`src/rtl/t1_sync_pkg.sv`:
```
// What this block does
// [RULE_01] A rise of the resync bit from 0 to 1 starts one new alignment search; holding it at 1 starts nothing more.
// [RULE_02] With the auto-realign-disable bit at 0 the framer realigns by itself after losing frame; at 1 only the resync bit does.
// [RULE_03] A candidate alignment must match on 10 framing bits with the qualify-length bit at 0 and on 24 with it at 1.
// [RULE_04] In D4 with the search-criteria bit at 0 the framer locks Ft first and then Fs; at 1 it checks Ft and Fs together.
// [RULE_05] In ESF with the search-criteria bit at 0 alignment rests on FPS alone; at 1 it is also confirmed by the CRC6 check.
// [RULE_06] Out of frame is declared at 2 errors in 4, 5 or 6 framing bits for criteria codes 00, 01 and 1x.
// [RULE_07] With the trigger-select bit at 0 an automatic realign starts on out of frame or on a carrier loss event.
// [RULE_08] With the trigger-select bit at 1 only out of frame starts an automatic realign, never carrier loss alone.
// [RULE_09] The framing format bit picks D4 superframe at 0 and ESF extended superframe at 1.
// [RULE_10] The resync rise is detected in the framer clock domain so one write gives exactly one search.
package t1_sync_pkg;

  localparam logic [7:0] CTRL_OFFSET     = 8'h03;
  localparam logic [7:0] MODE_OFFSET     = 8'h04;
  localparam logic [7:0] CTRL_RESET      = 8'h00;
  localparam logic [7:0] CTRL_WRITE_MASK = 8'h7f;
  localparam logic       MODE_RESET      = 1'b0;

  localparam int RESYNC_BIT     = 0;
  localparam int AUTO_DIS_BIT   = 1;
  localparam int QUAL_LEN_BIT   = 2;
  localparam int CRITERIA_BIT   = 3;
  localparam int LOSS_MSB_BIT   = 4;
  localparam int LOSS_LSB_BIT   = 5;
  localparam int TRIG_SEL_BIT   = 6;
  localparam int FMT_SELECT_BIT = 6;

  localparam logic [4:0]  QUAL_SHORT   = 5'h0a;
  localparam logic [4:0]  QUAL_LONG    = 5'h18;
  localparam logic [7:0]  LAST_BIT_POS = 8'hc0;
  localparam logic [4:0]  D4_FRAMES    = 5'h0c;
  localparam logic [4:0]  ESF_FRAMES   = 5'h18;
  localparam logic [11:0] D4_PATTERN   = 12'h3b1;
  localparam logic [5:0]  FPS_PATTERN  = 6'h34;
  localparam logic [5:0]  CRC_POLY     = 6'h03;
  localparam logic [5:0]  WINDOW_4     = 6'h0f;
  localparam logic [5:0]  WINDOW_5     = 6'h1f;
  localparam logic [5:0]  WINDOW_6     = 6'h3f;
  localparam logic [2:0]  LOSS_ERRORS  = 3'h2;

  typedef struct packed {
    logic       write;
    logic       read;
    logic [7:0] addr;
    logic [7:0] wdata;
  } host_req_t;

  typedef struct packed {
    logic valid;
    logic data;
  } rx_bit_t;

  typedef struct packed {
    logic       in_sync;
    logic       out_of_frame;
    logic       searching;
    logic       fbit;
    logic [4:0] frame_index;
  } sync_status_t;

  typedef enum logic [1:0] {
    ST_SEARCH,
    ST_VERIFY,
    ST_SYNC,
    ST_LOST
  } search_state_t;

endpackage

```
`src/rtl/t1_rx_frame_sync_control.sv`:
```
`timescale 1ns/1ps
`default_nettype none
module t1_rx_frame_sync_control (
  input  wire logic                      clock,
  input  wire logic                      resetn,
  input  wire t1_sync_pkg::host_req_t    host,
  output logic [7:0]                     host_rdata,
  input  wire t1_sync_pkg::rx_bit_t      rx,
  input  wire logic                      carrier_loss,
  output t1_sync_pkg::sync_status_t      status
);

  typedef struct packed {
    logic [7:0]                 ctrl;
    logic                       fmt_esf;
    logic                       resync_prev;
    logic                       carrier_prev;
    t1_sync_pkg::search_state_t state;
    logic [7:0]                 bitpos;
    logic [4:0]                 idx;
    logic [4:0]                 tries;
    logic [4:0]                 qual;
    logic                       stage_b;
    logic [5:0]                 err_hist;
    logic                       crc_restart;
    logic                       fbit;
    logic [7:0]                 rdata;
  } sync_ctl_t;

  sync_ctl_t s_q;
  sync_ctl_t s_d;
  logic      crc_valid;
  logic      crc_ok;

  // Returns {care, expected value} of the framing bit of frame idx; mode 0 Ft only, 1 all D4 bits.
  function automatic logic [1:0] frame_expect(input logic esf, input logic all_bits, input logic [4:0] idx);
    logic [2:0] k;
    k = idx[4:2];
    if (esf) begin
      frame_expect = {idx[1:0] == 2'h3, FPS_PATTERN_BIT(k)};
    end else begin
      frame_expect = {all_bits | ~idx[0], t1_sync_pkg::D4_PATTERN[idx[3:0]]};
    end
  endfunction

  function automatic logic FPS_PATTERN_BIT(input logic [2:0] k);
    FPS_PATTERN_BIT = (k > 3'h5) ? 1'b0 : t1_sync_pkg::FPS_PATTERN[k];
  endfunction

  function automatic logic [4:0] idx_add(input logic [4:0] idx, input logic [4:0] k, input logic esf);
    logic [5:0] sum;
    logic [5:0] per;
    per     = {1'b0, esf ? t1_sync_pkg::ESF_FRAMES : t1_sync_pkg::D4_FRAMES};
    sum     = {1'b0, idx} + {1'b0, k};
    idx_add = (sum >= per) ? 5'(sum - per) : sum[4:0];
  endfunction

  function automatic logic frame_lost(input logic [5:0] hist, input logic [1:0] code);
    logic [5:0] win;
    logic [2:0] cnt;
    win = (code == 2'h0) ? t1_sync_pkg::WINDOW_4 : (code == 2'h1) ? t1_sync_pkg::WINDOW_5 : t1_sync_pkg::WINDOW_6;
    cnt = 3'h0;
    for (int i = 0; i < 6; i++) begin
      cnt = cnt + {2'h0, hist[i] & win[i]};
    end
    frame_lost = cnt >= t1_sync_pkg::LOSS_ERRORS;
  endfunction

  always_comb begin
    logic       trig;
    logic       carrier_evt;
    logic       fbit;
    logic       d4_all;
    logic [1:0] exp_s;
    logic [1:0] exp_m;
    logic       mism;
    logic [4:0] qlen;
    logic [4:0] period;
    logic [1:0] loss_code;
    logic [5:0] hist;
    s_d             = s_q;
    s_d.crc_restart = 1'b0;
    trig            = s_q.ctrl[t1_sync_pkg::RESYNC_BIT] & ~s_q.resync_prev; // [RULE_01]
    carrier_evt     = carrier_loss & ~s_q.carrier_prev;
    fbit            = rx.valid && (s_q.bitpos == 8'h00);
    d4_all          = s_q.ctrl[t1_sync_pkg::CRITERIA_BIT] | s_q.stage_b; // [RULE_04]
    exp_s           = frame_expect(s_q.fmt_esf, d4_all, s_q.idx); // [RULE_09]
    exp_m           = frame_expect(s_q.fmt_esf, 1'b0, s_q.idx);
    mism            = rx.data != exp_s[0];
    qlen            = s_q.ctrl[t1_sync_pkg::QUAL_LEN_BIT] ? t1_sync_pkg::QUAL_LONG : t1_sync_pkg::QUAL_SHORT; // [RULE_03]
    period          = s_q.fmt_esf ? t1_sync_pkg::ESF_FRAMES : t1_sync_pkg::D4_FRAMES;
    loss_code       = {s_q.ctrl[t1_sync_pkg::LOSS_MSB_BIT], s_q.ctrl[t1_sync_pkg::LOSS_LSB_BIT]};
    hist            = {s_q.err_hist[4:0], rx.data != exp_m[0]};
    s_d.resync_prev  = s_q.ctrl[t1_sync_pkg::RESYNC_BIT]; // [RULE_10]
    s_d.carrier_prev = carrier_loss;
    s_d.fbit         = fbit;

    if (host.write && host.addr == t1_sync_pkg::CTRL_OFFSET) begin
      s_d.ctrl = host.wdata & t1_sync_pkg::CTRL_WRITE_MASK;
    end
    if (host.write && host.addr == t1_sync_pkg::MODE_OFFSET) begin
      s_d.fmt_esf = host.wdata[t1_sync_pkg::FMT_SELECT_BIT]; // [RULE_09]
    end
    if (host.read) begin
      case (host.addr)
        t1_sync_pkg::CTRL_OFFSET: s_d.rdata = s_q.ctrl;
        t1_sync_pkg::MODE_OFFSET: s_d.rdata = 8'(s_q.fmt_esf) << t1_sync_pkg::FMT_SELECT_BIT;
        default:                  s_d.rdata = 8'h00;
      endcase
    end

    if (rx.valid) begin
      if (s_q.bitpos == t1_sync_pkg::LAST_BIT_POS) begin
        s_d.bitpos = 8'h00;
        s_d.idx    = idx_add(s_q.idx, 5'h01, s_q.fmt_esf);
      end else begin
        s_d.bitpos = s_q.bitpos + 8'h01;
      end
    end

    case (s_q.state)
      t1_sync_pkg::ST_SEARCH: begin
        if (fbit && exp_s[1]) begin
          if (mism) begin
            s_d.qual = 5'h00;
            if (s_q.stage_b && s_q.idx[0]) begin
              s_d.idx = idx_add(s_q.idx, 5'h02, s_q.fmt_esf); // [RULE_04]
            end else if (s_q.stage_b) begin
              s_d.stage_b = 1'b0;
            end else if (s_q.tries + 5'h01 >= period) begin
              s_d.tries  = 5'h00;
              s_d.bitpos = 8'h00;
            end else begin
              s_d.tries = s_q.tries + 5'h01;
              s_d.idx   = idx_add(s_q.idx, 5'h01, s_q.fmt_esf);
            end
          end else if (s_q.qual + 5'h01 < qlen) begin
            s_d.qual = s_q.qual + 5'h01; // [RULE_03]
          end else begin
            s_d.qual  = 5'h00;
            s_d.tries = 5'h00;
            if (!s_q.fmt_esf && !s_q.ctrl[t1_sync_pkg::CRITERIA_BIT] && !s_q.stage_b) begin
              s_d.stage_b = 1'b1; // [RULE_04]
            end else if (s_q.fmt_esf && s_q.ctrl[t1_sync_pkg::CRITERIA_BIT]) begin
              s_d.state       = t1_sync_pkg::ST_VERIFY; // [RULE_05]
              s_d.crc_restart = 1'b1;
            end else begin
              s_d.state    = t1_sync_pkg::ST_SYNC; // [RULE_05]
              s_d.err_hist = 6'h00;
            end
          end
        end
      end
      t1_sync_pkg::ST_VERIFY: begin
        if (crc_valid && crc_ok) begin
          s_d.state    = t1_sync_pkg::ST_SYNC; // [RULE_05]
          s_d.err_hist = 6'h00;
        end else if (crc_valid && s_q.qual != 5'h00) begin
          s_d.state = t1_sync_pkg::ST_SEARCH;
          s_d.qual  = 5'h00;
          s_d.idx   = idx_add(s_q.idx, 5'h01, s_q.fmt_esf);
        end else if (crc_valid) begin
          s_d.qual = 5'h01;
        end
      end
      t1_sync_pkg::ST_SYNC: begin
        if (fbit && exp_m[1]) begin
          s_d.err_hist = hist;
          if (frame_lost(hist, loss_code)) begin // [RULE_06]
            s_d.state = s_q.ctrl[t1_sync_pkg::AUTO_DIS_BIT] ? t1_sync_pkg::ST_LOST : t1_sync_pkg::ST_SEARCH; // [RULE_02]
          end
        end
        if (carrier_evt && !s_q.ctrl[t1_sync_pkg::TRIG_SEL_BIT] && !s_q.ctrl[t1_sync_pkg::AUTO_DIS_BIT]) begin
          s_d.state = t1_sync_pkg::ST_SEARCH; // [RULE_07] [RULE_08]
        end
      end
      t1_sync_pkg::ST_LOST: begin
        s_d.state = t1_sync_pkg::ST_LOST; // [RULE_02]
      end
      default: begin
        s_d.state = t1_sync_pkg::ST_SEARCH;
      end
    endcase

    if (s_d.state == t1_sync_pkg::ST_SEARCH && s_q.state != t1_sync_pkg::ST_SEARCH) begin
      s_d.qual    = 5'h00;
      s_d.tries   = 5'h00;
      s_d.stage_b = 1'b0;
    end
    if (trig) begin
      s_d.state   = t1_sync_pkg::ST_SEARCH; // [RULE_01]
      s_d.qual    = 5'h00;
      s_d.tries   = 5'h00;
      s_d.stage_b = 1'b0;
    end
  end

  always_ff @(posedge clock or negedge resetn) begin
    if (!resetn) begin
      s_q       <= '0;
      s_q.ctrl  <= t1_sync_pkg::CTRL_RESET;
      s_q.fmt_esf <= t1_sync_pkg::MODE_RESET;
      s_q.state <= t1_sync_pkg::ST_SEARCH;
    end else begin
      s_q <= s_d;
    end
  end

  t1_crc6_check u_crc (
    .clock       (clock),
    .resetn      (resetn),
    .restart     (s_q.crc_restart),
    .bit_valid   (rx.valid),
    .bit_data    (rx.data),
    .is_fbit     (s_q.bitpos == 8'h00),
    .crc_slot    (s_q.bitpos == 8'h00 && s_q.idx[1:0] == 2'h1),
    .sf_end      (s_q.bitpos == t1_sync_pkg::LAST_BIT_POS && s_q.idx == 5'h17),
    .check_valid (crc_valid),
    .check_ok    (crc_ok)
  );

  assign host_rdata          = s_q.rdata;
  assign status.in_sync      = s_q.state == t1_sync_pkg::ST_SYNC;
  assign status.out_of_frame = s_q.state != t1_sync_pkg::ST_SYNC;
  assign status.searching    = s_q.state == t1_sync_pkg::ST_SEARCH || s_q.state == t1_sync_pkg::ST_VERIFY;
  assign status.fbit         = s_q.fbit;
  assign status.frame_index  = s_q.idx;

endmodule
`default_nettype wire

```
`src/rtl/t1_crc6_check.sv`:
```
`timescale 1ns/1ps
`default_nettype none
module t1_crc6_check (
  input  wire logic clock,
  input  wire logic resetn,
  input  wire logic restart,
  input  wire logic bit_valid,
  input  wire logic bit_data,
  input  wire logic is_fbit,
  input  wire logic crc_slot,
  input  wire logic sf_end,
  output logic      check_valid,
  output logic      check_ok
);

  typedef struct packed {
    logic [5:0] rem;
    logic [5:0] prev_rem;
    logic [5:0] rx_crc;
    logic       primed;
    logic       valid;
    logic       ok;
  } crc_state_t;

  crc_state_t s_q;
  crc_state_t s_d;

  function automatic logic [5:0] crc_step(input logic [5:0] r, input logic d);
    logic fb;
    fb       = d ^ r[5];
    crc_step = {r[4:0], 1'b0} ^ ({6{fb}} & t1_sync_pkg::CRC_POLY);
  endfunction

  always_comb begin
    logic [5:0] r_next;
    r_next        = crc_step(s_q.rem, is_fbit | bit_data);
    s_d           = s_q;
    s_d.valid     = 1'b0;
    if (restart) begin
      s_d = '0;
    end else if (bit_valid) begin
      s_d.rem = r_next;
      if (crc_slot) begin
        s_d.rx_crc = {s_q.rx_crc[4:0], bit_data};
      end
      if (sf_end) begin
        // Bits received in this superframe check the remainder of the one before.
        s_d.valid    = 1'b1;
        s_d.ok       = s_q.primed && (s_q.rx_crc == s_q.prev_rem);
        s_d.prev_rem = r_next;
        s_d.rem      = '0;
        s_d.primed   = 1'b1;
      end
    end
  end

  always_ff @(posedge clock or negedge resetn) begin
    if (!resetn) begin
      s_q <= '0;
    end else begin
      s_q <= s_d;
    end
  end

  assign check_valid = s_q.valid;
  assign check_ok    = s_q.ok;

endmodule
`default_nettype wire

```
`config.mk`:
```
export PLATFORM = sky130hd
export DESIGN_NAME = t1_rx_frame_sync_control
export DESIGN_NICKNAME = d
export VERILOG_FILES = /design/src/rtl/t1_sync_pkg.sv /design/src/rtl/t1_rx_frame_sync_control.sv /design/src/rtl/t1_crc6_check.sv
export SDC_FILE = /design/constraint.sdc
export NUM_CORES = 1
export LEC_CHECK = 0
export ABC_AREA = 0
export BUFFER_PORTS_ARGS = -buffer_cell sky130_fd_sc_hd__buf_2
export CAP_MARGIN = 10
export CORE_UTILIZATION = 50
export DETAILED_ROUTE_END_ITERATION = 12
export PLACE_DENSITY = 0.8
export SYNTH_ARGS = -nofsm -noshare
export SYNTH_HDL_FRONTEND = slang
export SYNTH_HIERARCHICAL = 1
export SYNTH_SLANG_ARGS = --single-unit
```
`constraint.sdc`:
```
create_clock -name clock -period 4.55 [get_ports clock]
set_input_delay 0.2275 -clock clock [delete_from_list [all_inputs] [get_ports clock]]
set_output_delay 0.2275 -clock clock [all_outputs]
set_load 0.05 [all_outputs]
```
* Yosys cells after proc, flatten, opt, wreduce, memory -nomap -nowiden
Memories as Yosys holds them, arrays and structs flattened. Index checks and enable logic that the tools add are counted. W data, S select, Z words.
Storage, ports and cells: register bits 72, ROM bits 24, input bits 23, output and inout port bits 17, word-level logic and storage cells 195, memories 2
Cells by class: $add $sub $neg 12, magnitude comparators 8, eq/ne operators 27, mux-type cells 67, bitwise operators 16, reduce and logical (&&, ||, !) cells 43
Memories:
- (name not given) | words 16, bits a word 1, rd ports 1, clocked after memory_dff 0, wr ports 0, line t1_rx_frame_sync_control.sv:42 | frame_expect = {all_bits | ~idx[0], t1_sync_pkg::D4_PATTERN[idx[3:0]]};
- (name not given) | words 8, bits a word 1, rd ports 1, clocked after memory_dff 0, wr ports 0, line t1_rx_frame_sync_control.sv:47 | FPS_PATTERN_BIT = (k > 3'h5) ? 1'b0 : t1_sync_pkg::FPS_PATTERN[k];
Operators by type and width (number):
- $mux W5 | 19
- $mux W21 | 2
- $mux W8 | 5
- $mux W11 | 3
- $mux W33 | 1
- $mux W13 | 2
- $mux W2 | 13
- $mux W6 | 4
- $pmux W5 S2 | 2
- $mux W18 | 1
- $logic_and A1 B1 Y1 | 17
- $pmux W5 S3 | 1
- $mux W7 | 2
- $ne A2 B2 Y1 const B | 7
- $pmux W7 S2 | 1
- $ge A6 B5 Y1 | 2
- $mux W12 | 1
- $ne A4 B3 Y1 const B | 3
- $add A5 B1 Y5 const B | 2
- $reduce_and A5 Y1 | 2
- $sub A5 B5 Y5 | 2
- $add A3 B1 Y3 | 3
- $reduce_bool A3 Y1 | 3
- $add A8 B1 Y8 const B | 1
- other kinds (39) | 74

* Logic depth before layout (Yosys ltp)
depth after elaboration 20, mapped depth 18, mapped depth without buffers 17

* Hierarchy
The synthesis kept the hierarchy.
Modules (own cells, without submodules):
- t1_rx_frame_sync_control | times used 1, cells each 422, area each 3799.9 sq um, seq. area each 1251.2 sq um
- t1_crc6_check | times used 1, cells each 84, area each 910.9 sq um, seq. area each 525.5 sq um

* Worst setup path before layout
Ideal clock, no wire load.
path kind reg-to-reg, start register s_q (netlist bit status[1]), end register s_q[24] (netlist name), library setup time 135 ps, arrival time 3942 ps, required time 4415 ps, setup slack 473 ps, cell stages (with the launch flop) 18, path buffers 0, clock period less this slack 4077 ps, cells stage by stage dfrtp_1 inv_1 a311o_1 nor2_4 xor2_4 inv_4 fa_1 inv_1 fa_1 nand2b_1 fa_1 nand2_1 nand2_1 o211a_1 nor3_1 a31oi_1 o311ai_1 o31ai_1
RTL lines:
- start: declaration | line t1_rx_frame_sync_control.sv:30 | sync_ctl_t s_q;

==> metrics.txt <==
Slew @ Worst Pin 0.978 ns; Detail Placement HPWL 7.80 mm; initial antenna violation count 0; Max-slew headroom 0.342; post-synth cell types 75; pin count of the biggest net entering global routing 72; post-synth top area share 0.377; DRC Markers 0; Root Buffer clkbuf_8; switching pwr 0.813 mW; effective utilization at floorplan 0.512; Post-synth EDFFs 0; Tot GR Track Use 0.235; share of cells above drive strength 1 0.175; Synth Net Count 555; IO Port Bufs 37; top post-synthesis cells by area dfrtp_1 38%, ha_1 6.1%, nand2_1 4.0%; routability cong. 0.911; Die X 99.1 um; placed instance area 4900 um2; via/cell ratio 6.18; Slew Viols, Final 0; Clock Skew 0.00707 ns; cells after synthesis 506; YS warnings 6; setup violators final 0; mux share of post-synthesis cell area 0.0523; status completed; total congestion overflow 0; most frequent cells in the layout 69 x dfrtp_1, 50 x nand2_1, 37 x buf_2; LEAKAGE 2.33 nW; met1 wire length 4.72 mm; Antenna Violating Nets Remaining 0; area delta synth->final 9.72%; period utilization 0.930; Synth Area in Compound Gates 0.169; first-pass GRT wire length 18.5 mm; Clock power frac 0.281; total of max-cap violations 0; post-synth top area cell dfrtp_1; Seq cells post-synth 71; post-route minimum period 4.23 ns; RSZ-0062 raised after global routing false; worst min path class primary input to asynchronous set/reset pin; H-Tree Level Count 3; final wirelength 10.8 mm; Setup CP Type flop to flop; pwr dens 430 nW/um2; Initial DRT Pass Iterations 4; critical path startpoint category flop; fmax 236 MHz; Clk Latency, worst-skew pair 0.35 ns; CP endpoint kind flop; final instance area 5170 um2; Avg Synthesized Cell Area 9.31 um2; fraction of synthesized cell area in xor and xnor cells 0.0560; Mapped Area 4710 um2; Max VDD drop 0.000219 V; clock-pin slew on the worst setup and hold paths 0.08 ns; DR WL met2 5.27 mm; simple logic cell fraction of the synthesized area 0.200; fin nets 581; worst path cell trace inv_1, a311o_1, nor2_4, xor2_4, inv_4, fa_1, inv_1, fa_1, nand2b_1, fa_1, nand2_1, nand2_1, o211a_1, nor3_2, a31oi_2, o311ai_1, o31ai_1; Pint 1.41 mW; CTS sink cnt 71; initial DRC count 235; Seq/Total Area, Yosys 0.377; area of the die 9810 um2; Die Height 99.1 um; CP Max Fanout 8; setup_tns 0 ns; Post-CTS Setup Inserts 0; Bufs on Longest Clock Path 2; count of final hold-check violations 0; CP max-delay cell fa_1; switch share 0.366; crit path DAT 4.46 ns; main combinational cell family by area after synthesis simple AND/OR/NAND/NOR gates; worst stage delay on the critical path 0.49 ns; core footprint 9200 um2; FP Rows 35; fraction of registers with async set/reset 1.00; top layer in use met4; Gate power share 0.357; ANT cells 0; TritonCTS clock tree done; # fillers 822; CP dominant cell by count fa_1; Top FF cell, synth dfrtp_1; vias in the first global route 3811; Synth Area in Adders 0.0738; register share of total power 0.362; critical path data required time 4.78 ns; I/O Pins 40; wire per inst 16.7 um; CTS buffer count 9; metal3 WL 634 um; vias post-DR 4005; commonest non-fill, non-tap cell in the layout dfrtp_1
## metrics by stage
| step | util | hold slack [ns] | setup slack [ns] | std cells | power [mW] |
|---|---|---|---|---|---|
| after floorplan | - | -0.0681 | 0.473 | 506 | 1.40 |
| after global placement | 0.533 | 0.359 | 0.292 | 631 | 1.55 |
| after detailed placement | 0.533 | 0.360 | 0.120 | 631 | 1.60 |
| after CTS | 0.561 | 0.0741 | 0.100 | 648 | 2.22 |
| after global routing | 0.562 | 0.108 | 0.0646 | 648 | 2.36 |
| final | 0.562 | 0.0772 | 0.320 | 648 | 2.22 |
## repair_timing
| item | 4_1_cts | 5_1_grt |
|---|---|---|
| hold buffers | 1 | 0 |
| gates resized for setup | 0 | 4 |
| hold endpoints to repair | 1 | 0 |
| setup endpoints to repair | 0 | 11 |
## power by group through the flow
stage                     combinational (mW)  sequential (mW)  clock [mW]
final                                  0.792            0.803       0.625
after global routing                   0.893            0.814       0.654
after CTS                              0.791            0.800       0.632
after detailed placement               0.786            0.812           0
after global placement                 0.747            0.805           0
after floorplan                        0.612            0.789           0
## cell usage after synthesis, drive strengths merged, types with 3 or more instances
| cell | n |
|---|---|
| nor2b | 5 |
| nor4b | 6 |
| xor2 | 17 |
| o211ai | 5 |
| o21ai | 28 |
| nand3b | 3 |
| nor4 | 3 |
| and3 | 4 |
| fa | 3 |
| buf | 23 |
| inv | 36 |
| mux2 | 13 |
| nor3b | 3 |
| a21oi | 22 |
| a211oi | 5 |
| a31oi | 8 |
| nor2 | 28 |
| nand3 | 28 |
| nand2b | 6 |
| nand4 | 8 |
| and2 | 3 |
| a21o | 4 |
| a22oi | 5 |
| o31ai | 4 |
| mux2i | 10 |
| ha | 23 |
| or3 | 3 |
| clkbuf | 8 |
| xnor2 | 11 |
| dfrtp | 71 |
| nor3 | 11 |
| o22ai | 5 |
| a22o | 7 |
| nand2 | 50 |
## critical path, delay by kind of cell (launching register included)
family	cells	cell delay, ns
simple gates	5	0.72
xor+xnor	1	0.19
fa+ha+maj	3	1.38
buf+inv	3	0.27
compound gates	5	1.09
flops	1	0.45
## final timing paths
check / depth (start not counted) / to / start / slack [ns]
min: 2 / s_q[38] / resetn / 0.08
max in group asynchronous: 2 / status[4] / resetn / 3.84
min in group clock: 3 / s_q[47] / host[2] / 0.08
max reg2reg: 17 / s_q[24] / status[1] / 0.32
min reg2reg: 0 / s_q[43] / s_d[43] / 0.45
max: 17 / s_q[24] / status[1] / 0.32
## cells by family (layout without fill, tap and decap cells)
| group | Yosys count | in the layout |
|---|---|---|
| simple gates | 174 | 174 |
| compound gates | 116 | 116 |
| flops | 71 | 71 |
| buf+inv | 67 | 98 |
| xor+xnor | 28 | 28 |
| fa+ha+maj | 26 | 26 |
| mux | 23 | 23 |
| other cells | 1 | 1 |
## final cells by class
class                           count  area (um2)  area share
Inverter                           36         138      0.0266
Clock buffer                       11         141      0.0274
Multi-Input combinational cell    368        2610       0.505
Clock inverter                      5         105      0.0203
Tap cell                          111         139      0.0269
Sequential cell                    71        1780       0.344
Timing Repair Buffer               46         255      0.0494
## layer usage
layer / up-vias / global-route usage
li1: 1858 / -
met3: 19 / 0.0411
met1: 1978 / 0.314
met5: - / 0
met2: 150 / 0.387
met4: 0 / 0.0848
## state kept, by name (all words and copies together) (netlist names)
signal / flops
u_crc/check_ok: 1
u_crc/s_q: 19
u_crc/check_valid: 1
s_d: 1
s_q: 36
host_rdata: 7
status: 6
(Power assumes the default switching activity.)
